<file path="config.mk">
export PLATFORM = sky130hd
export DESIGN_NAME = upps_sequencer
export DESIGN_NICKNAME = d
export VERILOG_FILES = /design/src/logic/upps_pkg.sv /design/src/logic/upps_sequencer.sv
export SDC_FILE = /design/constraint.sdc
export NUM_CORES = 1
export LEC_CHECK = 0
export ABC_AREA = 1
export BUFFER_PORTS_ARGS = -buffer_cell sky130_fd_sc_hd__clkbuf_2
export CAP_MARGIN = 25
export CORE_UTILIZATION = 60
export DETAILED_ROUTE_END_ITERATION = 10
export PLACE_DENSITY = 0.85
export SYNTH_ARGS = -nofsm -noshare
export SYNTH_HDL_FRONTEND = slang
export SYNTH_SLANG_ARGS = --single-unit
</file>
<file path="constraint.sdc">
create_clock -name i_core_clk -period 3.3 [get_ports i_core_clk]
set_input_delay 0.165 -clock i_core_clk [delete_from_list [all_inputs] [get_ports i_core_clk]]
set_output_delay 0.165 -clock i_core_clk [all_outputs]
set_load 0.01 [all_outputs]
</file>
<file path="src/logic/upps_pkg.sv">
// upps_pkg: constants, states and carriers for the usb pll/phy power sequencer host
// assumes a simple word-wide register port into the usb subsystem (address, data, strobes)
package upps_pkg;

  // ---------------------------------------------------------------
  // register addresses of the device (word indices, chosen locally)
  // ---------------------------------------------------------------
  localparam logic [3:0] ADDR_CLOCK_GATE_REG_SIX = 4'h0;
  localparam logic [3:0] ADDR_USB_PLL_CONTROL    = 4'h1;
  localparam logic [3:0] ADDR_PHY_CONTROL_REG    = 4'h2;
  localparam logic [3:0] ADDR_PHY_POWER_DOWN_REG = 4'h3;
  localparam logic [3:0] ADDR_PORT_STATUS_CTRL   = 4'h4;
  localparam logic [3:0] ADDR_USB_CTRL           = 4'h5;

  // ---------------------------------------------------------------
  // field positions
  // ---------------------------------------------------------------
  localparam int BUS_CLK_GATE_LSB   = 0;
  localparam logic [1:0] BUS_CLK_ON_TO_STOP = 2'h3;
  localparam int PLL_ENABLE_BIT     = 13;
  localparam int PLL_POWER_BIT      = 12;
  localparam int PLL_BYPASS_BIT     = 16;
  localparam int PLL_CLK_OUT_EN_BIT = 6;
  localparam int PLL_LOCK_BIT       = 31;
  localparam int PHY_SOFT_RESET_BIT = 31;
  localparam int PHY_CLOCK_GATE_BIT = 30;
  localparam int HOST_DISC_DET_BIT  = 1;
  localparam int PORT_SUSPEND_BIT   = 7;
  localparam int FORCE_RESUME_BIT   = 6;
  localparam int PHY_CLK_DIS_BIT    = 23;
  localparam int WAKE_DISC_BIT      = 21;
  localparam int WAKEUP_IRQ_EN_BIT  = 10;
  localparam logic [31:0] POWER_DOWN_ALL = 32'h001e_1c00;

  // ---------------------------------------------------------------
  // timing
  // ---------------------------------------------------------------
  localparam int CLK_PERIOD_NS     = 50;
  localparam int WAKE_DISC_WAIT_US = 300;
  localparam int WAKE_DISC_CYCLES  = (WAKE_DISC_WAIT_US * 1000) / CLK_PERIOD_NS;
  localparam int LOCK_TIMEOUT_CYC  = 2048;

  typedef enum logic [2:0] {
    CMD_NONE       = 3'h0,
    CMD_BRING_UP   = 3'h1,
    CMD_HOST_PORT_SUSPEND  = 3'h2,
    CMD_DEV_PORT_SUSPEND   = 3'h3,
    CMD_CPU_RESUME = 3'h4,
    CMD_WAKE_ACK   = 3'h5
  } upps_cmd_t;

  typedef struct packed {
    logic        wr;
    logic        rd;
    logic [3:0]  addr;
    logic [31:0] wdata;
  } upps_req_t;

  typedef struct packed {
    logic        ack;
    logic [31:0] rdata;
  } upps_rsp_t;

  typedef enum logic [15:0] {
    ST_IDLE      = 16'h0001,
    ST_BUS_CLK   = 16'h0002,
    ST_PLL_EN    = 16'h0004,
    ST_PLL_PWR   = 16'h0008,
    ST_PLL_LOCK  = 16'h0010,
    ST_PLL_BYP   = 16'h0020,
    ST_PLL_OUT   = 16'h0040,
    ST_PHY_RST   = 16'h0080,
    ST_PHY_UNGATE= 16'h0100,
    ST_PHY_REL   = 16'h0200,
    ST_PHY_PWRUP = 16'h0400,
    ST_PORT_SUSPEND_PREP = 16'h0800,
    ST_PORT_SUSPEND_POLL = 16'h1000,
    ST_LP_ENTER  = 16'h2000,
    ST_RES_POLL  = 16'h4000,
    ST_WAIT_IDLE = 16'h8000
  } upps_state_t;

endpackage

</file>
<file path="src/logic/upps_sequencer.sv">
// upps_sequencer: host-side sequencer driving the usb pll, transceiver and port registers
// assumes the device answers each read or write with a one-cycle ack; inputs synchronous
`timescale 1ns/10ps
`default_nettype none

module upps_sequencer
  import upps_pkg::*;
(
  input  wire logic        i_core_clk,
  input  wire logic        i_nrst,
  input  wire logic        i_ce,
  input  wire logic        i_cmd_valid,
  input  wire upps_cmd_t   i_cmd,
  input  wire logic        i_bus_idle_j,
  input  wire upps_rsp_t   i_dev_rsp,
  output logic             o_cmd_ready,
  output logic             o_done,
  output logic             o_error,
  output logic             o_low_power,
  output upps_req_t        o_dev_req
);

  // ---------------------------------------------------------------
  // state
  // ---------------------------------------------------------------
  upps_state_t state_reg, state_next;
  upps_cmd_t   cmd_reg;
  upps_req_t   req_reg, req_next;
  logic        busy_reg;
  logic        done_reg, error_reg, lp_reg;
  logic [13:0] cnt_reg;

  function automatic upps_req_t mk_wr(input logic [3:0] a, input logic [31:0] d);
    upps_req_t r;
    r.wr    = 1'b1;
    r.rd    = 1'b0;
    r.addr  = a;
    r.wdata = d;
    return r;
  endfunction

  function automatic upps_req_t mk_rd(input logic [3:0] a);
    upps_req_t r;
    r.wr    = 1'b0;
    r.rd    = 1'b1;
    r.addr  = a;
    r.wdata = 32'h0000_0000;
    return r;
  endfunction

  function automatic logic [31:0] bit_of(input int n);
    return 32'h0000_0001 << n;
  endfunction

  // ---------------------------------------------------------------
  // decode
  // ---------------------------------------------------------------
  wire logic acked     = busy_reg & i_dev_rsp.ack;
  wire logic start     = (state_reg == ST_IDLE) & i_cmd_valid & ~busy_reg;
  wire logic lock_seen = i_dev_rsp.rdata[PLL_LOCK_BIT];
  wire logic port_suspend_seen = i_dev_rsp.rdata[PORT_SUSPEND_BIT];
  wire logic fpr_seen  = i_dev_rsp.rdata[FORCE_RESUME_BIT];
  wire logic cnt_full  = (cnt_reg == 14'(LOCK_TIMEOUT_CYC));
  wire logic wait_done = (cnt_reg == 14'(WAKE_DISC_CYCLES));

  // pll control values built up step by step
  wire logic [31:0] pll_en   = bit_of(PLL_ENABLE_BIT) | bit_of(PLL_BYPASS_BIT);
  wire logic [31:0] pll_pwr  = pll_en | bit_of(PLL_POWER_BIT);
  wire logic [31:0] pll_run  = bit_of(PLL_ENABLE_BIT) | bit_of(PLL_POWER_BIT);
  wire logic [31:0] pll_out  = pll_run | bit_of(PLL_CLK_OUT_EN_BIT);
  wire logic [31:0] phy_rst  = bit_of(PHY_SOFT_RESET_BIT) | bit_of(PHY_CLOCK_GATE_BIT);

  // ---------------------------------------------------------------
  // sequencer
  // ---------------------------------------------------------------
  always_comb begin
    state_next = state_reg;
    req_next   = req_reg;
    case (state_reg)
      ST_IDLE: begin
        if (start) begin
          case (i_cmd)
            CMD_BRING_UP: begin
              state_next = ST_BUS_CLK;
              req_next   = mk_wr(ADDR_CLOCK_GATE_REG_SIX, 32'(BUS_CLK_ON_TO_STOP));
            end
            CMD_HOST_PORT_SUSPEND, CMD_DEV_PORT_SUSPEND: begin
              state_next = ST_PORT_SUSPEND_PREP;
              // host: detector off first; device: suspend irq already seen by caller
              req_next   = (i_cmd == CMD_HOST_PORT_SUSPEND)
                           ? mk_wr(ADDR_PHY_CONTROL_REG, 32'h0000_0000)
                           : mk_wr(ADDR_PORT_STATUS_CTRL, bit_of(PHY_CLK_DIS_BIT));
            end
            CMD_CPU_RESUME: begin
              state_next = ST_PORT_SUSPEND_PREP;
              req_next   = mk_wr(ADDR_PORT_STATUS_CTRL, 32'h0000_0000);
            end
            CMD_WAKE_ACK: begin
              state_next = ST_PHY_PWRUP;
              req_next   = mk_wr(ADDR_USB_CTRL, 32'h0000_0000);
            end
            default: state_next = ST_IDLE;
          endcase
        end
      end
      ST_BUS_CLK:    if (acked) begin state_next = ST_PLL_EN;
                       req_next = mk_wr(ADDR_USB_PLL_CONTROL, pll_en); end
      ST_PLL_EN:     if (acked) begin state_next = ST_PLL_PWR;
                       req_next = mk_wr(ADDR_USB_PLL_CONTROL, pll_pwr); end
      ST_PLL_PWR:    if (acked) begin state_next = ST_PLL_LOCK; req_next = mk_rd(ADDR_USB_PLL_CONTROL); end
      ST_PLL_LOCK: begin
        if (acked & lock_seen) begin
          state_next = ST_PLL_BYP;
          req_next   = mk_wr(ADDR_USB_PLL_CONTROL, pll_run);
        end else if (cnt_full & acked) begin
          // give up only once the read in flight is answered
          state_next = ST_IDLE;
        end else if (acked) begin
          req_next = mk_rd(ADDR_USB_PLL_CONTROL);
        end
      end
      ST_PLL_BYP:    if (acked) begin state_next = ST_PLL_OUT;
                       req_next = mk_wr(ADDR_USB_PLL_CONTROL, pll_out); end
      ST_PLL_OUT:    if (acked) begin state_next = ST_PHY_RST;
                       req_next = mk_wr(ADDR_PHY_CONTROL_REG, phy_rst); end
      ST_PHY_RST:    if (acked) begin state_next = ST_PHY_UNGATE;
                       req_next = mk_wr(ADDR_PHY_CONTROL_REG, bit_of(PHY_SOFT_RESET_BIT)); end
      ST_PHY_UNGATE: if (acked) begin state_next = ST_PHY_REL;
                       req_next = mk_wr(ADDR_PHY_CONTROL_REG, bit_of(HOST_DISC_DET_BIT)); end
      ST_PHY_REL:    if (acked) begin state_next = ST_PHY_PWRUP;
                       req_next = mk_wr(ADDR_PHY_POWER_DOWN_REG, 32'h0000_0000); end
      ST_PHY_PWRUP:  if (acked) state_next = ST_IDLE;
      ST_PORT_SUSPEND_PREP: begin
        if (acked) begin
          case (cmd_reg)
            CMD_HOST_PORT_SUSPEND: begin
              state_next = ST_PORT_SUSPEND_POLL;
              req_next   = mk_wr(ADDR_PORT_STATUS_CTRL, bit_of(PORT_SUSPEND_BIT));
            end
            CMD_DEV_PORT_SUSPEND: begin
              state_next = ST_LP_ENTER;
              req_next   = mk_wr(ADDR_PHY_POWER_DOWN_REG, POWER_DOWN_ALL);
            end
            default: begin
              state_next = ST_RES_POLL;
              req_next   = mk_wr(ADDR_PORT_STATUS_CTRL, bit_of(FORCE_RESUME_BIT));
            end
          endcase
        end
      end
      ST_PORT_SUSPEND_POLL: begin
        if (acked) begin
          if (req_reg.rd & port_suspend_seen) begin
            state_next = ST_LP_ENTER;
            req_next   = mk_wr(ADDR_PORT_STATUS_CTRL, bit_of(PORT_SUSPEND_BIT) | bit_of(PHY_CLK_DIS_BIT));
          end else begin
            req_next   = mk_rd(ADDR_PORT_STATUS_CTRL);
          end
        end
      end
      ST_LP_ENTER: begin
        if (acked) begin
          if (req_reg.addr == ADDR_PORT_STATUS_CTRL && !req_reg.wdata[WAKE_DISC_BIT] && cmd_reg == CMD_HOST_PORT_SUSPEND)
            req_next = mk_wr(ADDR_PHY_POWER_DOWN_REG, POWER_DOWN_ALL);
          else if (req_reg.addr == ADDR_PHY_POWER_DOWN_REG)
            req_next = mk_wr(ADDR_PHY_CONTROL_REG, bit_of(PHY_CLOCK_GATE_BIT));
          else if (req_reg.addr == ADDR_PHY_CONTROL_REG)
            req_next = mk_wr(ADDR_USB_CTRL, bit_of(WAKEUP_IRQ_EN_BIT));
          else if (cmd_reg == CMD_HOST_PORT_SUSPEND && req_reg.addr == ADDR_USB_CTRL)
            state_next = ST_WAIT_IDLE;
          else
            state_next = ST_IDLE;
        end
      end
      ST_WAIT_IDLE: begin
        if (wait_done & ~busy_reg) begin
          state_next = ST_LP_ENTER;
          req_next   = mk_wr(ADDR_PORT_STATUS_CTRL, bit_of(PORT_SUSPEND_BIT) | bit_of(PHY_CLK_DIS_BIT)
                             | bit_of(WAKE_DISC_BIT));
        end
      end
      ST_RES_POLL: begin
        if (acked) begin
          if (req_reg.rd & ~fpr_seen) begin
            state_next = ST_PHY_PWRUP;
            req_next   = mk_wr(ADDR_PHY_CONTROL_REG, bit_of(HOST_DISC_DET_BIT));
          end else begin
            req_next   = mk_rd(ADDR_PORT_STATUS_CTRL);
          end
        end
      end
      default: state_next = ST_IDLE;
    endcase
  end

  // request goes out when a new one is loaded, drops on ack
  wire logic issue = ((state_next != ST_IDLE) & (state_next != ST_WAIT_IDLE)
                      & (start | acked) & ~(state_reg == ST_PHY_PWRUP & acked)
                      & ~(state_reg == ST_LP_ENTER & state_next != ST_LP_ENTER))
                     | ((state_reg == ST_WAIT_IDLE) & (state_next == ST_LP_ENTER));
  wire logic finish = (state_reg != ST_IDLE) & (state_next == ST_IDLE);
  wire logic fail   = (state_reg == ST_PLL_LOCK) & cnt_full & acked & ~lock_seen;

  always_ff @(posedge i_core_clk or negedge i_nrst) begin
    if (!i_nrst) begin
      state_reg <= ST_IDLE;
      cmd_reg   <= CMD_NONE;
      req_reg   <= '0;
      busy_reg  <= 1'b0;
      done_reg  <= 1'b0;
      error_reg <= 1'b0;
      lp_reg    <= 1'b0;
    end else if (i_ce) begin
      state_reg <= state_next;
      req_reg   <= req_next;
      if (acked & ~issue) begin
        req_reg.wr <= 1'b0;
        req_reg.rd <= 1'b0;
      end
      busy_reg  <= issue | (busy_reg & ~i_dev_rsp.ack & ~fail);
      done_reg  <= finish & ~fail;
      if (start) begin
        cmd_reg   <= i_cmd;
        error_reg <= 1'b0;
      end
      if (fail)
        error_reg <= 1'b1;
      if (finish & ~fail)
        lp_reg <= (cmd_reg == CMD_HOST_PORT_SUSPEND) | (cmd_reg == CMD_DEV_PORT_SUSPEND);
    end
  end

  // lock timeout and 300 us idle wait share one counter
  always_ff @(posedge i_core_clk or negedge i_nrst) begin
    if (!i_nrst)
      cnt_reg <= 14'h0000;
    else if (i_ce) begin
      if (state_reg == ST_PLL_LOCK)
        cnt_reg <= cnt_full ? cnt_reg : cnt_reg + 14'h0001;
      else if (state_reg == ST_WAIT_IDLE && i_bus_idle_j)
        cnt_reg <= wait_done ? cnt_reg : cnt_reg + 14'h0001;
      else
        cnt_reg <= 14'h0000;
    end
  end

  // ---------------------------------------------------------------
  // outputs
  // ---------------------------------------------------------------
  logic ready_reg;
  always_ff @(posedge i_core_clk or negedge i_nrst) begin
    if (!i_nrst)
      ready_reg <= 1'b0;
    else if (i_ce)
      ready_reg <= (state_next == ST_IDLE) & ~issue;
  end

  assign o_cmd_ready = ready_reg;
  assign o_done      = done_reg;
  assign o_error     = error_reg;
  assign o_low_power = lp_reg;
  assign o_dev_req   = req_reg;

endmodule

`default_nettype wire

</file>
==> run_results.csv <==
group,metric,value,unit
floorplanning,core.rowCount,31,
route,wl_per_cell,16.3,um
sta,worstMarginPinSlew,0.502,ns
power,p_int,1.59,mW
layout,multi_input_area,2360,um^2
placement,routabilityCongestion,0.965,
route,wl_met1,5910,um
route,avgViaCountPerCell,5.80,
cts,clkTransAtPathRegs,0.09,ns
route,num_vias,4822,
floorplanning,core,7410,um^2
critical_path,slowest_stage,"dfrtp_1",
route,drc,0,
cts,cts_max_level,3,
yosys,syn-num-nets,717,
min_path,whs_path_depth,4,
route,detail-route-antenna-nets,0,
floorplanning,die-area,8150,um^2
layout,n_fill_cell,618,
critical_path,crit_type,"reg -> reg",
critical_path,slowest_delay,0.42,ns
layout,syn2layout_area_growth,13.0,%
placement,port-buffer-count,53,
yosys,synth_edf_count,0,
critical_path,arrival,3.20,ns
route,top_layer,"met4",
placement,hpwlAfterDp,10100,um
yosys,yosysWarnings,0,
route,dr.first_iter.drc_count,363,
yosys,synth.avg_cell_area,6.96,um^2
sta,fin_crit_sh,0.897,
sta,fmax,338,MHz
critical_path,r2r_cells,14,
floorplanning,die_y,90.3,um
floorplanning,initial_core_util,0.631,
cts,cts_hold_buf,1,
global_routing,grt_max_degree,77,
critical_path,r2r_start,"state_reg[7]",
critical_path,endpoint_kind,"flip-flop",
sta,tns,0,ns
cts,clk_latency,0.36,ns
layout,ff_latch_area,1900,um^2
layout,drive_gt1_frac,0.146,
status,status,"completed",
power,vdd_ir_drop_max,0.372,mV
global_routing,grt_pass1_wl,22000,um
route,met3_length,933,um
yosys,synth_commonest_cells,"138 x nand2_1, 107 x nor2_1, 75 x dfrtp_1, 75 x inv_1, 54 x o21ai_0",
global_routing,grt_antenna_before_repair,0,
layout,nets,773,
yosys,synth_flop_cell,"dfrtp_1",
cts,clockBufferDepth,2,
power,switching_power,0.846,mW
sta,setup_viol,0,
yosys,synth_area_leaders,"dfrtp_1 40%, nand2_1 11%, nor2_1 8.6%",
sta,min_period,2.96,ns
yosys,synthesis.area,4680,um^2
cts,tritoncts,"done",
critical_path,critPathMaxFanout,21,
yosys,ys_seq_area_frac,0.407,
power,pwr-share-clk,0.310,
min_path,hold_end,"busy_reg",
yosys,synthDistinctLibCells,40,
yosys,synth.most_common_cell,"nand2_1",
critical_path,worstPathRequired,3.54,ns
layout,largest_reg_flops,38,
cts,clk_root_buffer_cell,"clkbuf_8",
floorplanning,num_io_pins,83,
global_routing,grt_pass1_vias,4540,
min_path,min_from,"i_dev_rsp[32]",
flow_run,cap_violations,0,
critical_path,path_common_cell,"nor2_1",
global_routing,track_usage,0.346,
power,pwr-share-seq,0.462,
yosys,yosys.area.top_type,"dfrtp_1",
yosys,async_flop_share,1.00,
power,power.density,460,nW/um^2
sta,slew_viol_final,0,
sta,max-slew-margin-rel,0.664,
cts,post_cts_buffers,0,
yosys,ys_seq_elements,76,
yosys,syn_inst,672,
floorplanning,die_w,90.3,um
sta,rsz0062_at_grt,"no",
cts,cts_inserted_buffers,9,
layout,final_util,0.713,
cts,cts_num_sinks,76,
sta,hold_viol,0,
cts,cts_resized,0,
power,switching_share,0.348,
power,leakage,2.57,nW
min_path,min_path_type,"in -> reg",
route,wl_met2,6320,um
yosys,synth_top_area_share,0.401,
global_routing,grt_overflow,0,
layout,antenna_cells,0,
critical_path,r2r_end,"o_dev_req[4]",
sta,clock_skew,0.0100,ns
critical_path,worstPathCellList,"nor2_1 > nand2_2 > nor2_2 > nand2_1 > inv_1 > nor2_1 > nand2_1 > nor2_1 > nand2_1 > nor2_1 > nor3_4 > nand2_2 > nor2_4 > nor2_1",
route,wl,13600,um
route,dr.pass1.iters,6,
critical_path,critPathLaunchType,"flip-flop",
critical_path,rrSetupSlack,0.34,ns
power,p_comb_frac,0.227,
==> layout by cell type, fill, tap and decap left out, types with 7 or more instances in the layout <==
master / count
nand2_1: 138
o21ai_1: 24
o21ai_0: 54
buf_4: 10
nand4_1: 19
clkbuf_8: 10
clkbuf_2: 52
nor3_1: 21
a21oi_1: 29
inv_1: 75
inv_2: 8
nand3_1: 43
dfrtp_1: 75
nor2_2: 7
nor2_1: 107
==> worst max-delay path: cells and delay by family, from the launching register on <==
family                 cells  cell delay [ns]
buffers and inverters      1             0.13
flip-flops                 1             0.42
AND/OR/NAND/NOR           13             2.27
==> cells by family (layout without fill, tap and decap cells) <==
family / after synthesis / after routing / share of synthesized area
AND/OR/NAND/NOR: 352 / 352 / 0.330
AO/OA/AOI/OAI: 131 / 131 / 0.152
buffers and inverters: 103 / 164 / 0.0885
flip-flops: 76 / 76 / 0.407
XOR/XNOR: 6 / 6 / 0.0112
adder cells (fa/ha/maj): 4 / 4 / 0.0107
==> worst max-delay path by stage <==
stage | slack (ns) | start | to | cells after the start
final | 0.34 | state_reg[7] | o_dev_req[4] | 14
after global routing | 0.03 | state_reg[4] | o_dev_req[35] | 14
after CTS | 0.39 | state_reg[7] | o_dev_req[4] | 14
after detailed placement | 0.42 | state_reg[7] | o_dev_req[22] | 14
after global placement | 0.50 | state_reg[4] | o_dev_req[26] | 14
after floorplan | 1.29 | state_reg[0] | o_dev_req[12] | 13
==> power by group through the flow <==
stage	Sequential, mW	Combinational (mW)	Clock, mW
after floorplan	1.15	0.321	0
after global placement	1.13	0.527	0
after detailed placement	1.14	0.541	0
after CTS	1.12	0.546	0.770
after global routing	1.14	0.613	0.800
final	1.12	0.553	0.755
==> routing by layer <==
metal | global-route usage | vias to the layer above
met3 | 0.0589 | 38
li1 | - | 2328
met4 | 0.164 | 0
met5 | 0 | -
met2 | 0.564 | 217
met1 | 0.451 | 2239
==> through the flow <==
step / setup slack, ns / power [mW] / hold slack (ns) / std cells / cell area, um^2
3_5_place_dp: 0.420 / 1.68 / 0.379 / 814 / 5040
2_1_floorplan: 1.29 / 1.47 / -0.131 / 672 / 4680
3_3_place_gp: 0.499 / 1.66 / 0.345 / 814 / 5040
5_1_grt: 0.0337 / 2.55 / 0.0912 / 832 / 5280
6_report: 0.340 / 2.43 / 0.0856 / 832 / 5280
4_1_cts: 0.386 / 2.44 / 0.0706 / 831 / 5260
==> area by class of cell <==
| type | instances | share of cell area |
|---|---|---|
| clock buffer | 10 | 0.0260 |
| clock inverter | 6 | 0.0135 |
| inverter | 84 | 0.0597 |
| multi-input combinational | 493 | 0.447 |
| sequential | 76 | 0.360 |
| tap | 99 | 0.0234 |
| timing repair buffer | 64 | 0.0706 |
(Power assumes the default switching activity.)
